### config.mk
export PLATFORM = sky130hd
export DESIGN_NAME = ipr_regs
export DESIGN_NICKNAME = d
export VERILOG_FILES = /design/src/design/ipr_pkg.sv /design/src/design/ipr_field.sv /design/src/design/ipr_regs.sv
export SDC_FILE = /design/constraint.sdc
export NUM_CORES = 1
export LEC_CHECK = 0
export ABC_CLOCK_PERIOD_IN_PS = 4400
export BUFFER_PORTS_ARGS = -buffer_cell sky130_fd_sc_hd__buf_2
export CORE_MARGIN = 2
export CORE_UTILIZATION = 25
export CTS_CLUSTER_SIZE = 16
export DETAILED_ROUTE_END_ITERATION = 6
export GPL_ROUTABILITY_DRIVEN = 0
export PLACE_DENSITY_LB_ADDON = 0.1
export SYNTH_ARGS = -nofsm -noshare
export SYNTH_HDL_FRONTEND = slang
export SYNTH_HIERARCHICAL = 1
export SYNTH_SLANG_ARGS = --single-unit
### constraint.sdc
create_clock -name core_clk -period 4.4 [get_ports core_clk]
set_clock_uncertainty 0.15 [all_clocks]
set_input_delay 0.22 -clock core_clk [delete_from_list [all_inputs] [get_ports core_clk]]
set_output_delay 0.22 -clock core_clk [all_outputs]
set_load 0.05 [all_outputs]
### src/design/ipr_pkg.sv
// Purpose: Shared constants and types for the interrupt priority bank.
// Assumes: 32-bit Avalon-MM slave, registers 16 bits wide in low lanes.
// Notes: Every offset, field position and reset value lives here.

`default_nettype none

package ipr_pkg;

    // ************************************************************
    // Register map
    // ************************************************************
    localparam int NUM_REGS = 6;
    localparam int FIELDS_PER_REG = 4;
    localparam int NUM_FIELDS = NUM_REGS * FIELDS_PER_REG;
    localparam int ADDR_W = 5;
    localparam int PRIO_W = 3;
    localparam int REG_W = 16;

    // Byte addresses of the six priority registers
    localparam logic [ADDR_W-1:0] OFS_PRIORITY_CTRL_9 = 5'h00;
    localparam logic [ADDR_W-1:0] OFS_PRIORITY_CTRL_10 = 5'h04;
    localparam logic [ADDR_W-1:0] OFS_PRIORITY_CTRL_11 = 5'h08;
    localparam logic [ADDR_W-1:0] OFS_PRIORITY_CTRL_12 = 5'h0C;
    localparam logic [ADDR_W-1:0] OFS_PRIORITY_CTRL_13 = 5'h10;
    localparam logic [ADDR_W-1:0] OFS_PRIORITY_CTRL_14 = 5'h14;

    // ************************************************************
    // Field layout
    // ************************************************************
    // Field f of a register sits at bits f*4+2 .. f*4 (2-0,6-4,10-8,14-12)
    localparam int FIELD_STRIDE = 4;
    localparam int FLD_LO = 0;   // bits 2-0
    localparam int FLD_ML = 1;   // bits 6-4
    localparam int FLD_MH = 2;   // bits 10-8
    localparam int FLD_HI = 3;   // bits 14-12

    // Implemented fields per register, bit f set when field f exists
    localparam logic [NUM_REGS-1:0][FIELDS_PER_REG-1:0] IMPL_MAP = {
        4'hF,   // priority_ctrl_14
        4'hF,   // priority_ctrl_13
        4'hF,   // priority_ctrl_12
        4'hD,   // priority_ctrl_11, bits 6-4 unimplemented
        4'hF,   // priority_ctrl_10
        4'hF    // priority_ctrl_9
    };

    // Every implemented field powers up at priority 4
    localparam logic [PRIO_W-1:0] PRIO_RESET = 3'h4;
    localparam logic [PRIO_W-1:0] PRIO_OFF = 3'h0;
    localparam logic [31:0] RDATA_UNMAPPED = 32'h0000_0000;

    // ************************************************************
    // Types
    // ************************************************************
    typedef enum logic [1:0] {
        ST_IDLE = 2'b01,
        ST_ACK = 2'b10
    } ipr_state_e;

    typedef struct packed {
        ipr_state_e state;
        logic [31:0] rdata;
    } ipr_bus_s;

    typedef struct packed {
        logic [PRIO_W-1:0] value;
    } ipr_field_s;

    // Priorities handed to the arbiter, 0 = source disabled
    typedef struct packed {
        logic [PRIO_W-1:0] capture5_prio;
        logic [PRIO_W-1:0] capture4_prio;
        logic [PRIO_W-1:0] capture3_prio;
        logic [PRIO_W-1:0] dma_chan3_prio;
        logic [PRIO_W-1:0] compare7_prio;
        logic [PRIO_W-1:0] compare6_prio;
        logic [PRIO_W-1:0] compare5_prio;
        logic [PRIO_W-1:0] capture6_prio;
        logic [PRIO_W-1:0] timer6_prio;
        logic [PRIO_W-1:0] dma_chan4_prio;
        logic [PRIO_W-1:0] compare8_prio;
        logic [PRIO_W-1:0] timer8_prio;
        logic [PRIO_W-1:0] i2c_b_master_prio;
        logic [PRIO_W-1:0] i2c_b_slave_prio;
        logic [PRIO_W-1:0] timer7_prio;
        logic [PRIO_W-1:0] can_b_rx_prio;
        logic [PRIO_W-1:0] ext_irq4_prio;
        logic [PRIO_W-1:0] ext_irq3_prio;
        logic [PRIO_W-1:0] timer9_prio;
        logic [PRIO_W-1:0] codec_if_error_prio;
        logic [PRIO_W-1:0] quad_encoder_prio;
        logic [PRIO_W-1:0] pulse_width_prio;
        logic [PRIO_W-1:0] can_b_event_prio;
    } ipr_prio_s;

endpackage

`default_nettype wire

### src/design/ipr_field.sv
// Purpose: One 3-bit read/write priority field.
// Assumes: Write strobe already qualified by address and byte enable.
// Notes: An unimplemented field holds zero and ignores writes.

`timescale 1ns/1ps
`default_nettype none

module ipr_field #(
    parameter bit IMPL = 1'b1
) (
    input wire logic core_clk,
    input wire logic rstn,
    input wire logic wr_en,
    input wire logic [ipr_pkg::PRIO_W-1:0] wr_data,
    output logic [ipr_pkg::PRIO_W-1:0] value
);

    ipr_pkg::ipr_field_s state_r;
    ipr_pkg::ipr_field_s state_nxt;

    // Next value: load on write only where the field exists
    always_comb begin
        state_nxt = state_r;
        if (!IMPL) begin
            state_nxt.value = ipr_pkg::PRIO_OFF;
        end else if (wr_en) begin
            state_nxt.value = wr_data;
        end
    end

    // Synchronous reset loads priority 4, or zero when absent
    always_ff @(posedge core_clk) begin
        if (!rstn) begin
            state_r.value <= IMPL ? ipr_pkg::PRIO_RESET
                                  : ipr_pkg::PRIO_OFF;
        end else begin
            state_r <= state_nxt;
        end
    end

    assign value = state_r.value;

endmodule

`default_nettype wire

### src/design/ipr_regs.sv
// Purpose: Bank of six interrupt priority control registers on Avalon-MM.
// Assumes: Master holds its request until it sees waitrequest low.
// Notes: Each access completes in two cycles; data out of flip-flops.
//        Unmapped addresses read zero and drop writes, with no error.

`timescale 1ns/1ps
`default_nettype none

module ipr_regs (
    input wire logic core_clk,
    input wire logic rstn,
    input wire logic [ipr_pkg::ADDR_W-1:0] avs_address,
    input wire logic avs_read,
    input wire logic avs_write,
    input wire logic [31:0] avs_writedata,
    input wire logic [3:0] avs_byteenable,
    output logic [31:0] avs_readdata,
    output logic avs_waitrequest,
    output ipr_pkg::ipr_prio_s prio
);

    // ************************************************************
    // Declarations
    // ************************************************************
    localparam int NR = ipr_pkg::NUM_REGS;
    localparam int NF = ipr_pkg::FIELDS_PER_REG;
    localparam int PW = ipr_pkg::PRIO_W;
    localparam int FS = ipr_pkg::FIELD_STRIDE;

    // Bus state, one packed struct registered as a whole
    ipr_pkg::ipr_bus_s bus_r;
    ipr_pkg::ipr_bus_s bus_nxt;

    // Field values and decode helpers
    logic [NR-1:0][NF-1:0][PW-1:0] fld_val;
    logic [NR-1:0] reg_sel;
    logic addr_ok;
    logic wr_commit;
    logic [NR-1:0][ipr_pkg::REG_W-1:0] reg_view;
    logic [NR-1:0] wr_reg;
    logic [ipr_pkg::REG_W-1:0] rd_word;

    // ************************************************************
    // Address decode
    // ************************************************************
    // Offsets are word aligned; a misaligned or unlisted address misses.
    // The select is one-hot or empty, never two registers at once.
    always_comb begin
        reg_sel = '0;
        case (avs_address)
            ipr_pkg::OFS_PRIORITY_CTRL_9: reg_sel[0] = 1'b1;
            ipr_pkg::OFS_PRIORITY_CTRL_10: reg_sel[1] = 1'b1;
            ipr_pkg::OFS_PRIORITY_CTRL_11: reg_sel[2] = 1'b1;
            ipr_pkg::OFS_PRIORITY_CTRL_12: reg_sel[3] = 1'b1;
            ipr_pkg::OFS_PRIORITY_CTRL_13: reg_sel[4] = 1'b1;
            ipr_pkg::OFS_PRIORITY_CTRL_14: reg_sel[5] = 1'b1;
            default: reg_sel = '0;
        endcase
    end

    // Any hit at all; a miss reads zero and writes nothing
    assign addr_ok = |reg_sel;

    // Write lands only at the edge where waitrequest is seen low.
    // Gating on ACK keeps a write from landing twice in one access.
    assign wr_commit = (bus_r.state == ipr_pkg::ST_ACK) && avs_write;

    // Per-register write strobes; a miss raises none of them
    assign wr_reg = wr_commit ? reg_sel : '0;

    // ************************************************************
    // Priority fields
    // ************************************************************
    // Each field sits in the byte lane that its bits fall into:
    // lane 0 feeds fields LO and ML, lane 1 fields MH and HI.
    // Lanes 2 and 3 hold no fields, so their enables are ignored.
    for (genvar r = 0; r < NR; r++) begin : g_reg
        for (genvar f = 0; f < NF; f++) begin : g_fld
            ipr_field #(
                .IMPL(ipr_pkg::IMPL_MAP[r][f])
            ) u_fld (
                .core_clk(core_clk),
                .rstn(rstn),
                .wr_en(wr_reg[r] && avs_byteenable[f/2]),
                .wr_data(avs_writedata[f*FS +: PW]),
                .value(fld_val[r][f])
            );
        end
    end

    // Register images as software reads them; gaps read as zero.
    // Unimplemented fields are held at zero inside the field itself.
    always_comb begin
        reg_view = '0;
        for (int r = 0; r < NR; r++) begin
            for (int f = 0; f < NF; f++) begin
                reg_view[r][f*FS +: PW] = fld_val[r][f];
            end
        end
    end

    // Read mux; the select is one-hot, so OR-ing the gated images is safe
    always_comb begin
        rd_word = '0;
        for (int r = 0; r < NR; r++) begin
            if (reg_sel[r]) begin
                rd_word = rd_word | reg_view[r];
            end
        end
    end

    // ************************************************************
    // Avalon-MM slave
    // ************************************************************
    // Cycle 0 sees the request and registers read data; cycle 1 answers.
    // One fixed wait state keeps read data in a flop at the cost of speed.
    // Walk of one access:
    //   cycle 0: request up, waitrequest high, state IDLE
    //   edge E0: read word captured, state moves to ACK
    //   cycle 1: waitrequest low, read data stand on the bus
    //   edge E1: write lands in its fields, state back to IDLE
    // A request still held at E1 starts afresh, two cycles per access.
    always_comb begin
        bus_nxt = bus_r;
        case (bus_r.state)
            ipr_pkg::ST_IDLE: begin
                if (avs_read || avs_write) begin
                    bus_nxt.state = ipr_pkg::ST_ACK;
                    bus_nxt.rdata = ipr_pkg::RDATA_UNMAPPED;
                    if (avs_read && addr_ok) begin
                        bus_nxt.rdata = {16'h0000, rd_word};
                    end
                end
            end
            // Answer given this cycle; back to idle at the edge
            ipr_pkg::ST_ACK: begin
                bus_nxt.state = ipr_pkg::ST_IDLE;
            end
            // Illegal codes fall back to idle rather than hang the bus
            default: begin
                bus_nxt.state = ipr_pkg::ST_IDLE;
            end
        endcase
    end

    // Bus state registers; reset parks the slave idle with zero read data
    // so that no stale word is shown after a reset in mid-run.
    always_ff @(posedge core_clk) begin
        if (!rstn) begin
            bus_r.state <= ipr_pkg::ST_IDLE;
            bus_r.rdata <= ipr_pkg::RDATA_UNMAPPED;
        end else begin
            bus_r <= bus_nxt;
        end
    end

    // Unmapped reads return zero; unmapped writes are dropped quietly.
    // Waitrequest is combinational: low whenever no request stands, and
    // high in the first cycle of each access, so no access ends early.
    assign avs_readdata = bus_r.rdata;
    assign avs_waitrequest = (avs_read || avs_write) &&
                             (bus_r.state != ipr_pkg::ST_ACK);

    // ************************************************************
    // Priority outputs to the arbiter
    // ************************************************************
    // Map of the six words, bits 31-16 and 15,11,7,3 always read zero:
    //   0x00 ctrl_9 : capture5, capture4, capture3, dma_chan3
    //   0x04 ctrl_10: compare7, compare6, compare5, capture6
    //   0x08 ctrl_11: timer6, dma_chan4, (none), compare8
    //   0x0C ctrl_12: timer8, i2c_b_master, i2c_b_slave, timer7
    //   0x10 ctrl_13: can_b_rx, ext_irq4, ext_irq3, timer9
    //   0x14 ctrl_14: codec_if_error, quad_encoder, pulse_width, can_b_event
    // Fields are listed from bits 14-12 down to bits 2-0.
    // A zero field disables its source; the arbiter ranks 7 highest.
    // Each output follows its flop, so it changes one edge after a write.

    // priority_ctrl_9
    assign prio.capture5_prio = fld_val[0][ipr_pkg::FLD_HI];
    assign prio.capture4_prio = fld_val[0][ipr_pkg::FLD_MH];
    assign prio.capture3_prio = fld_val[0][ipr_pkg::FLD_ML];
    assign prio.dma_chan3_prio = fld_val[0][ipr_pkg::FLD_LO];

    // priority_ctrl_10
    assign prio.compare7_prio = fld_val[1][ipr_pkg::FLD_HI];
    assign prio.compare6_prio = fld_val[1][ipr_pkg::FLD_MH];
    assign prio.compare5_prio = fld_val[1][ipr_pkg::FLD_ML];
    assign prio.capture6_prio = fld_val[1][ipr_pkg::FLD_LO];

    // priority_ctrl_11
    assign prio.timer6_prio = fld_val[2][ipr_pkg::FLD_HI];
    assign prio.dma_chan4_prio = fld_val[2][ipr_pkg::FLD_MH];
    assign prio.compare8_prio = fld_val[2][ipr_pkg::FLD_LO];

    // priority_ctrl_12
    assign prio.timer8_prio = fld_val[3][ipr_pkg::FLD_HI];
    assign prio.i2c_b_master_prio = fld_val[3][ipr_pkg::FLD_MH];
    assign prio.i2c_b_slave_prio = fld_val[3][ipr_pkg::FLD_ML];
    assign prio.timer7_prio = fld_val[3][ipr_pkg::FLD_LO];

    // priority_ctrl_13
    assign prio.can_b_rx_prio = fld_val[4][ipr_pkg::FLD_HI];
    assign prio.ext_irq4_prio = fld_val[4][ipr_pkg::FLD_MH];
    assign prio.ext_irq3_prio = fld_val[4][ipr_pkg::FLD_ML];
    assign prio.timer9_prio = fld_val[4][ipr_pkg::FLD_LO];

    // priority_ctrl_14
    assign prio.codec_if_error_prio = fld_val[5][ipr_pkg::FLD_HI];
    assign prio.quad_encoder_prio = fld_val[5][ipr_pkg::FLD_MH];
    assign prio.pulse_width_prio = fld_val[5][ipr_pkg::FLD_ML];
    assign prio.can_b_event_prio = fld_val[5][ipr_pkg::FLD_LO];

endmodule

`default_nettype wire

Yosys cells after proc, flatten, opt, wreduce, memory -nomap -nowiden
Index checks and enable logic that the tools add are counted.
{"block": "word_totals", "ff_bits": 103, "inputBits": 45, "out_inout_bits": 102, "elab_cells": 72}
{"block": "classes", "n_eq_ne": 8, "muxes": 14, "bitwise_logic": 5, "reduce_logical": 20}
{"op": "16-bit 2-to-1 mux", "n": 6}
{"op": "16-bit by 15-bit OR with 16-bit output", "n": 5}
{"op": "1-bit logical AND", "n": 15}
{"op": "15-bit 2-to-1 mux", "n": 1}
{"op": "5-bit by 4-bit equality test with 1-bit output (second input constant)", "n": 2}
{"op": "5-bit equality test (second input constant)", "n": 2}
{"op": "1-bit 2-to-1 mux", "n": 6}
{"op": "6-bit 2-to-1 mux", "n": 1}
{"op": "6-bit OR reduction", "n": 1}
{"op": "5-bit by 3-bit equality test with 1-bit output (second input constant)", "n": 1}
{"op": "5-bit zero test", "n": 1}
{"op": "2-bit AND reduction", "n": 2}
{"op": "2-bit by 1-bit equality test with 1-bit output (second input constant)", "n": 1}
{"op": "2-bit equality test (second input constant)", "n": 1}
{"op": "2-bit inequality test (second input constant)", "n": 1}
{"op": "1-bit logical OR", "n": 1}

Logic depth before layout (Yosys ltp)
{"block": "logic_depth", "depth_word": 14, "ltp_mapped": 7, "depth_no_buf": 5}

By module
Netlist, hierarchy kept.
{"module": "ipr_field at g_reg[0].g_fld[0].u_fld ...", "instances": 23, "cells_each": 9, "area_per_inst_um2": 106.4, "seq_area_each_um2": 60.1}
{"module": "ipr_regs", "instances": 1, "cells_each": 181, "area_per_inst_um2": 1450.1, "seq_area_each_um2": 280.3}
{"module": "ipr_field at g_reg[2].g_fld[1].u_fld", "instances": 1, "cells_each": 4, "area_per_inst_um2": 26.3, "seq_area_each_um2": 0.0}

Worst setup path after synthesis
OpenSTA, ideal clock, no wires.
{"block": "synth_timing", "path_kind": "input-to-reg", "from": "in avs_address[4] in the netlist's numbering", "to": "reg, netlist name g_reg[0].g_fld[0].u_fld/value[2]", "setup_time_ns": 0.116, "arrival_time_ns": 1.831, "required_time_ns": 4.134, "setup_slack_ns": 2.302, "path_stages": 6, "path_buffers": 1, "path_cell_list": "nor3_2 > buf_2 > nand4_1 > nor3_1 > mux2i_1 > nand2_1"}
{"block": "synth_between", "elab_chain_cells": 4}
{"element": "start: declaration", "line": "ipr_regs.sv:12", "source": "input wire logic [ipr_pkg::ADDR_W-1:0] avs_address,"}
{"element": "5-bit zero test", "line": "ipr_regs.sv:50", "source": "case (avs_address)"}
{"element": "1-bit 2-to-1 mux", "line": "ipr_regs.sv:50"}
{"element": "6-bit 2-to-1 mux", "line": "ipr_regs.sv:69", "source": "assign wr_reg = wr_commit ? reg_sel : '0;"}
{"element": "1-bit logical AND", "line": "ipr_regs.sv:84", "source": ".wr_en(wr_reg[r] && avs_byteenable[f/2]),"}
Every way passes these cells.
A chain may end at the register's enable or synchronous reset.

Worst setup path in the final report
{"block": "layout_timing", "from": "in avs_address[4] in the netlist's numbering", "to": "reg, netlist name g_reg[3].g_fld[1].u_fld/value[2]"}
{"block": "layout_between", "elab_chain_cells": 4}
{"element": "5-bit by 4-bit equality test with 1-bit output", "line": "ipr_regs.sv:50"}
{"element": "1-bit 2-to-1 mux", "line": "ipr_regs.sv:50"}
{"element": "6-bit 2-to-1 mux", "line": "ipr_regs.sv:69"}
{"element": "1-bit logical AND", "line": "ipr_regs.sv:84"}
Every way passes these cells.

==> results.json <==
{
  "grt_antenna_before_repair": 0,
  "hold_class": "in2reg",
  "run_status": "completed",
  "maxCapViolCount": 0,
  "seq_area_frac_synth_pct": 42.36,
  "crit_start": "avs_address[4]",
  "crit_type": "in2reg",
  "dr_total_vias": 3030,
  "p_sw_uw": 407.2,
  "slowest_delay_ns": 0.75,
  "clkTransAtPathRegs_ns": 0.06,
  "cts-resized-gates": 0,
  "synthMostInstantiatedCell": "mux2i_1",
  "fin_crit_sh_pct": 54.79,
  "ys.flop_type": "dfxtp_1",
  "endpoint_kind": "register",
  "drtAntennaViolNets": 0,
  "synth.area.top_cells": "dfxtp_1, mux2i_1, nor2b_1",
  "synth_top_area_share_pct": 42.36,
  "cts_tree": "built",
  "ys.warnings.count": 6,
  "placed_cells": 683,
  "grt_pass1_vias": 2986,
  "drtIter0Drc": 151,
  "cts_sinks": 83,
  "vias_per_cell": 4.335,
  "async_reset_ff_share_pct": 0,
  "rsz0062_at_grt": "false",
  "grt_max_degree": 44,
  "cts-root-buf": "clkbuf_16",
  "die_y_um": 129.3,
  "start_kind": "input port",
  "htree_levels": 3,
  "gr-total-overflow": 0,
  "cp.required_ns": 4.47,
  "pwr-share-clk_pct": 44.8,
  "routedWlPerCell_um": 17.01,
  "numCtsBuffers": 9,
  "relSlewSlack_pct": 32.84,
  "crit_end": "g_reg[3].g_fld[1].u_fld/value[2]",
  "slew_viol_final": 0,
  "hold_viol_final": 0,
  "tightest_slew_ns": 1.007,
  "synth-seq-cells": 83,
  "hpwlAfterDp_um": 8147,
  "synth_common_cells": "mux2i_1, dfxtp_1, nor2b_1",
  "swShare_pct": 25.39,
  "fmax_ghz": 0.4148,
  "finalSetupTns_ns": 0,
  "ir_drop_mv": 0.1708,
  "grt_use_total_pct": 14.45,
  "seqPwrFrac_pct": 47.1,
  "drc": 0,
  "chipWidth_um": 129.3,
  "combPwrFrac_pct": 8.1,
  "synthesis.area_um2": 3923,
  "totalWireLength_um": 11890,
  "cts_buffer_depth": 2,
  "setup_viol": 0,
  "start_util_pct": 25.71,
  "synth_edf_count": 0,
  "worst-r2r-cell-count": 5,
  "hold_path_depth": 3,
  "rows": 45,
  "fin_cells": 699,
  "cts_setup_buffers": 0,
  "core_um2": 15260,
  "n_antenna_cell": 0,
  "portBuffers": 104,
  "yosys.area.top_type": "dfxtp_1",
  "drive_gt1_share_pct": 25.82,
  "finalNetCount": 528,
  "ctsHoldBuffers": 0,
  "arrival_ns": 2.48,
  "dr.pass1.iters": 4,
  "timing.rr.start": "bus_r[33]",
  "grt_pass1_wl_um": 17880,
  "synthCells": 392,
  "worstSkewPairLatency_ns": 0.34,
  "synth_cell_types": 28,
  "crit_chain": "buf_2, nor3_2, buf_4, nand4_1, nor2_1, mux2i_1, nand2_1",
  "critPathSlowestCell": "nor2_1",
  "worst_r2r_endpoint": "g_reg[2].g_fld[2].u_fld/value[2]",
  "reg2reg_setup_slack_ns": 2.08,
  "leakage_uw": 0.001786,
  "period_needed_ns": 2.411,
  "pin_count": 147,
  "syn_to_final_growth_pct": 21.37,
  "critPathMaxFanout": 8,
  "fp.dieArea_um2": 16710,
  "p_int_uw": 1197,
  "syn_avg_cell_area_um2": 10.01,
  "power_density_nw_per_um2": 336.9
}
[power by group through the flow]
stage          Clock [µW]  Sequential (µW)  Combinational (µW)
2_1_floorplan           0              772                 103
3_3_place_gp            0              772                 130
3_5_place_dp            0              772                 131
4_1_cts               742              755                 131
5_1_grt               778              755                 140
6_report              719              755                 130
[area by class of cell]
type	count	area, µm²
timing repair buffer	108	550.5
sequential	83	1662
clock buffer	12	256.5
multi-input combinational	280	1999
inverter	1	3.754
clock inverter	4	25.02
fill	1635	10500
tap	211	264.0
[placed cells by master, fill, tap and decap left out, types with 3 or more instances in the layout]
master	n
o21ai_0	11
nor2b_1	51
nand2b_1	3
buf_4	4
a221oi_1	11
nand2_1	25
conb_1	23
nand3_1	3
clkbuf_16	9
nand4_1	3
mux2i_1	92
buf_2	104
o2bb2ai_1	11
nor2_1	25
nand3b_1	11
dfxtp_1	83
[how the worst min path moves through the flow]
stage / startpoint / endpoint / slack, ns
5_1_grt: avs_writedata[6] / g_reg[1].g_fld[1].u_fld/value[2] / 0.03
3_3_place_gp: avs_readdata[4] / avs_readdata[4] / 0.29
3_5_place_dp: avs_readdata[4] / avs_readdata[4] / 0.29
6_report: avs_writedata[6] / g_reg[5].g_fld[1].u_fld/value[2] / 0.02
2_1_floorplan: rstn / g_reg[0].g_fld[0].u_fld/value[2] / 0.13
4_1_cts: avs_writedata[6] / g_reg[5].g_fld[1].u_fld/value[2] / 0.003
[worst max-delay path, delay by kind of cell]
kind | cells | cell delay (ns)
buf+inv | 2 | 0.44
mux | 1 | 0.27
simple gates | 4 | 1.54
[state kept, by name, indices dropped and copies added, names as in the netlist]
| name | cells |
|---|---|
| g.g_fld.u_fld/value | 69 |
| avs_readdata | 12 |
| bus_r | 2 |
[metrics by stage]
stage | util (%) | power (µW) | hold slack [ns] | area [µm²] | setup slack [ns]
after floorplan | - | 874.9 | 0.1319 | 4001 | 2.302
after CTS | 31.20 | 1627 | 0.003115 | 4761 | 1.972
after global routing | 31.20 | 1672 | 0.02895 | 4761 | 1.852
final | 31.20 | 1604 | 0.01660 | 4761 | 1.989
after global placement | 29.36 | 901.8 | 0.2926 | 4479 | 1.648
after detailed placement | 29.36 | 902.3 | 0.2914 | 4479 | 1.617
[cell families after synthesis]
logic type,share of synthesized area [%]
AO/OA/AOI/OAI,6.922
AND/OR/NAND/NOR,17.80
other,0.1915
multiplexers,24.05
flip-flops,42.36
buffers and inverters,8.676
[metal layers]
metal	share of wire, %	vias to the layer above	global-route usage (%)
met1	49	1438	19.52
met4	0.86	0	3.261
met2	45	84	22.41
met5	0	-	0
li1	-	1501	-
met3	5.6	7	4.789
Power figures use the tool's default switching activity.
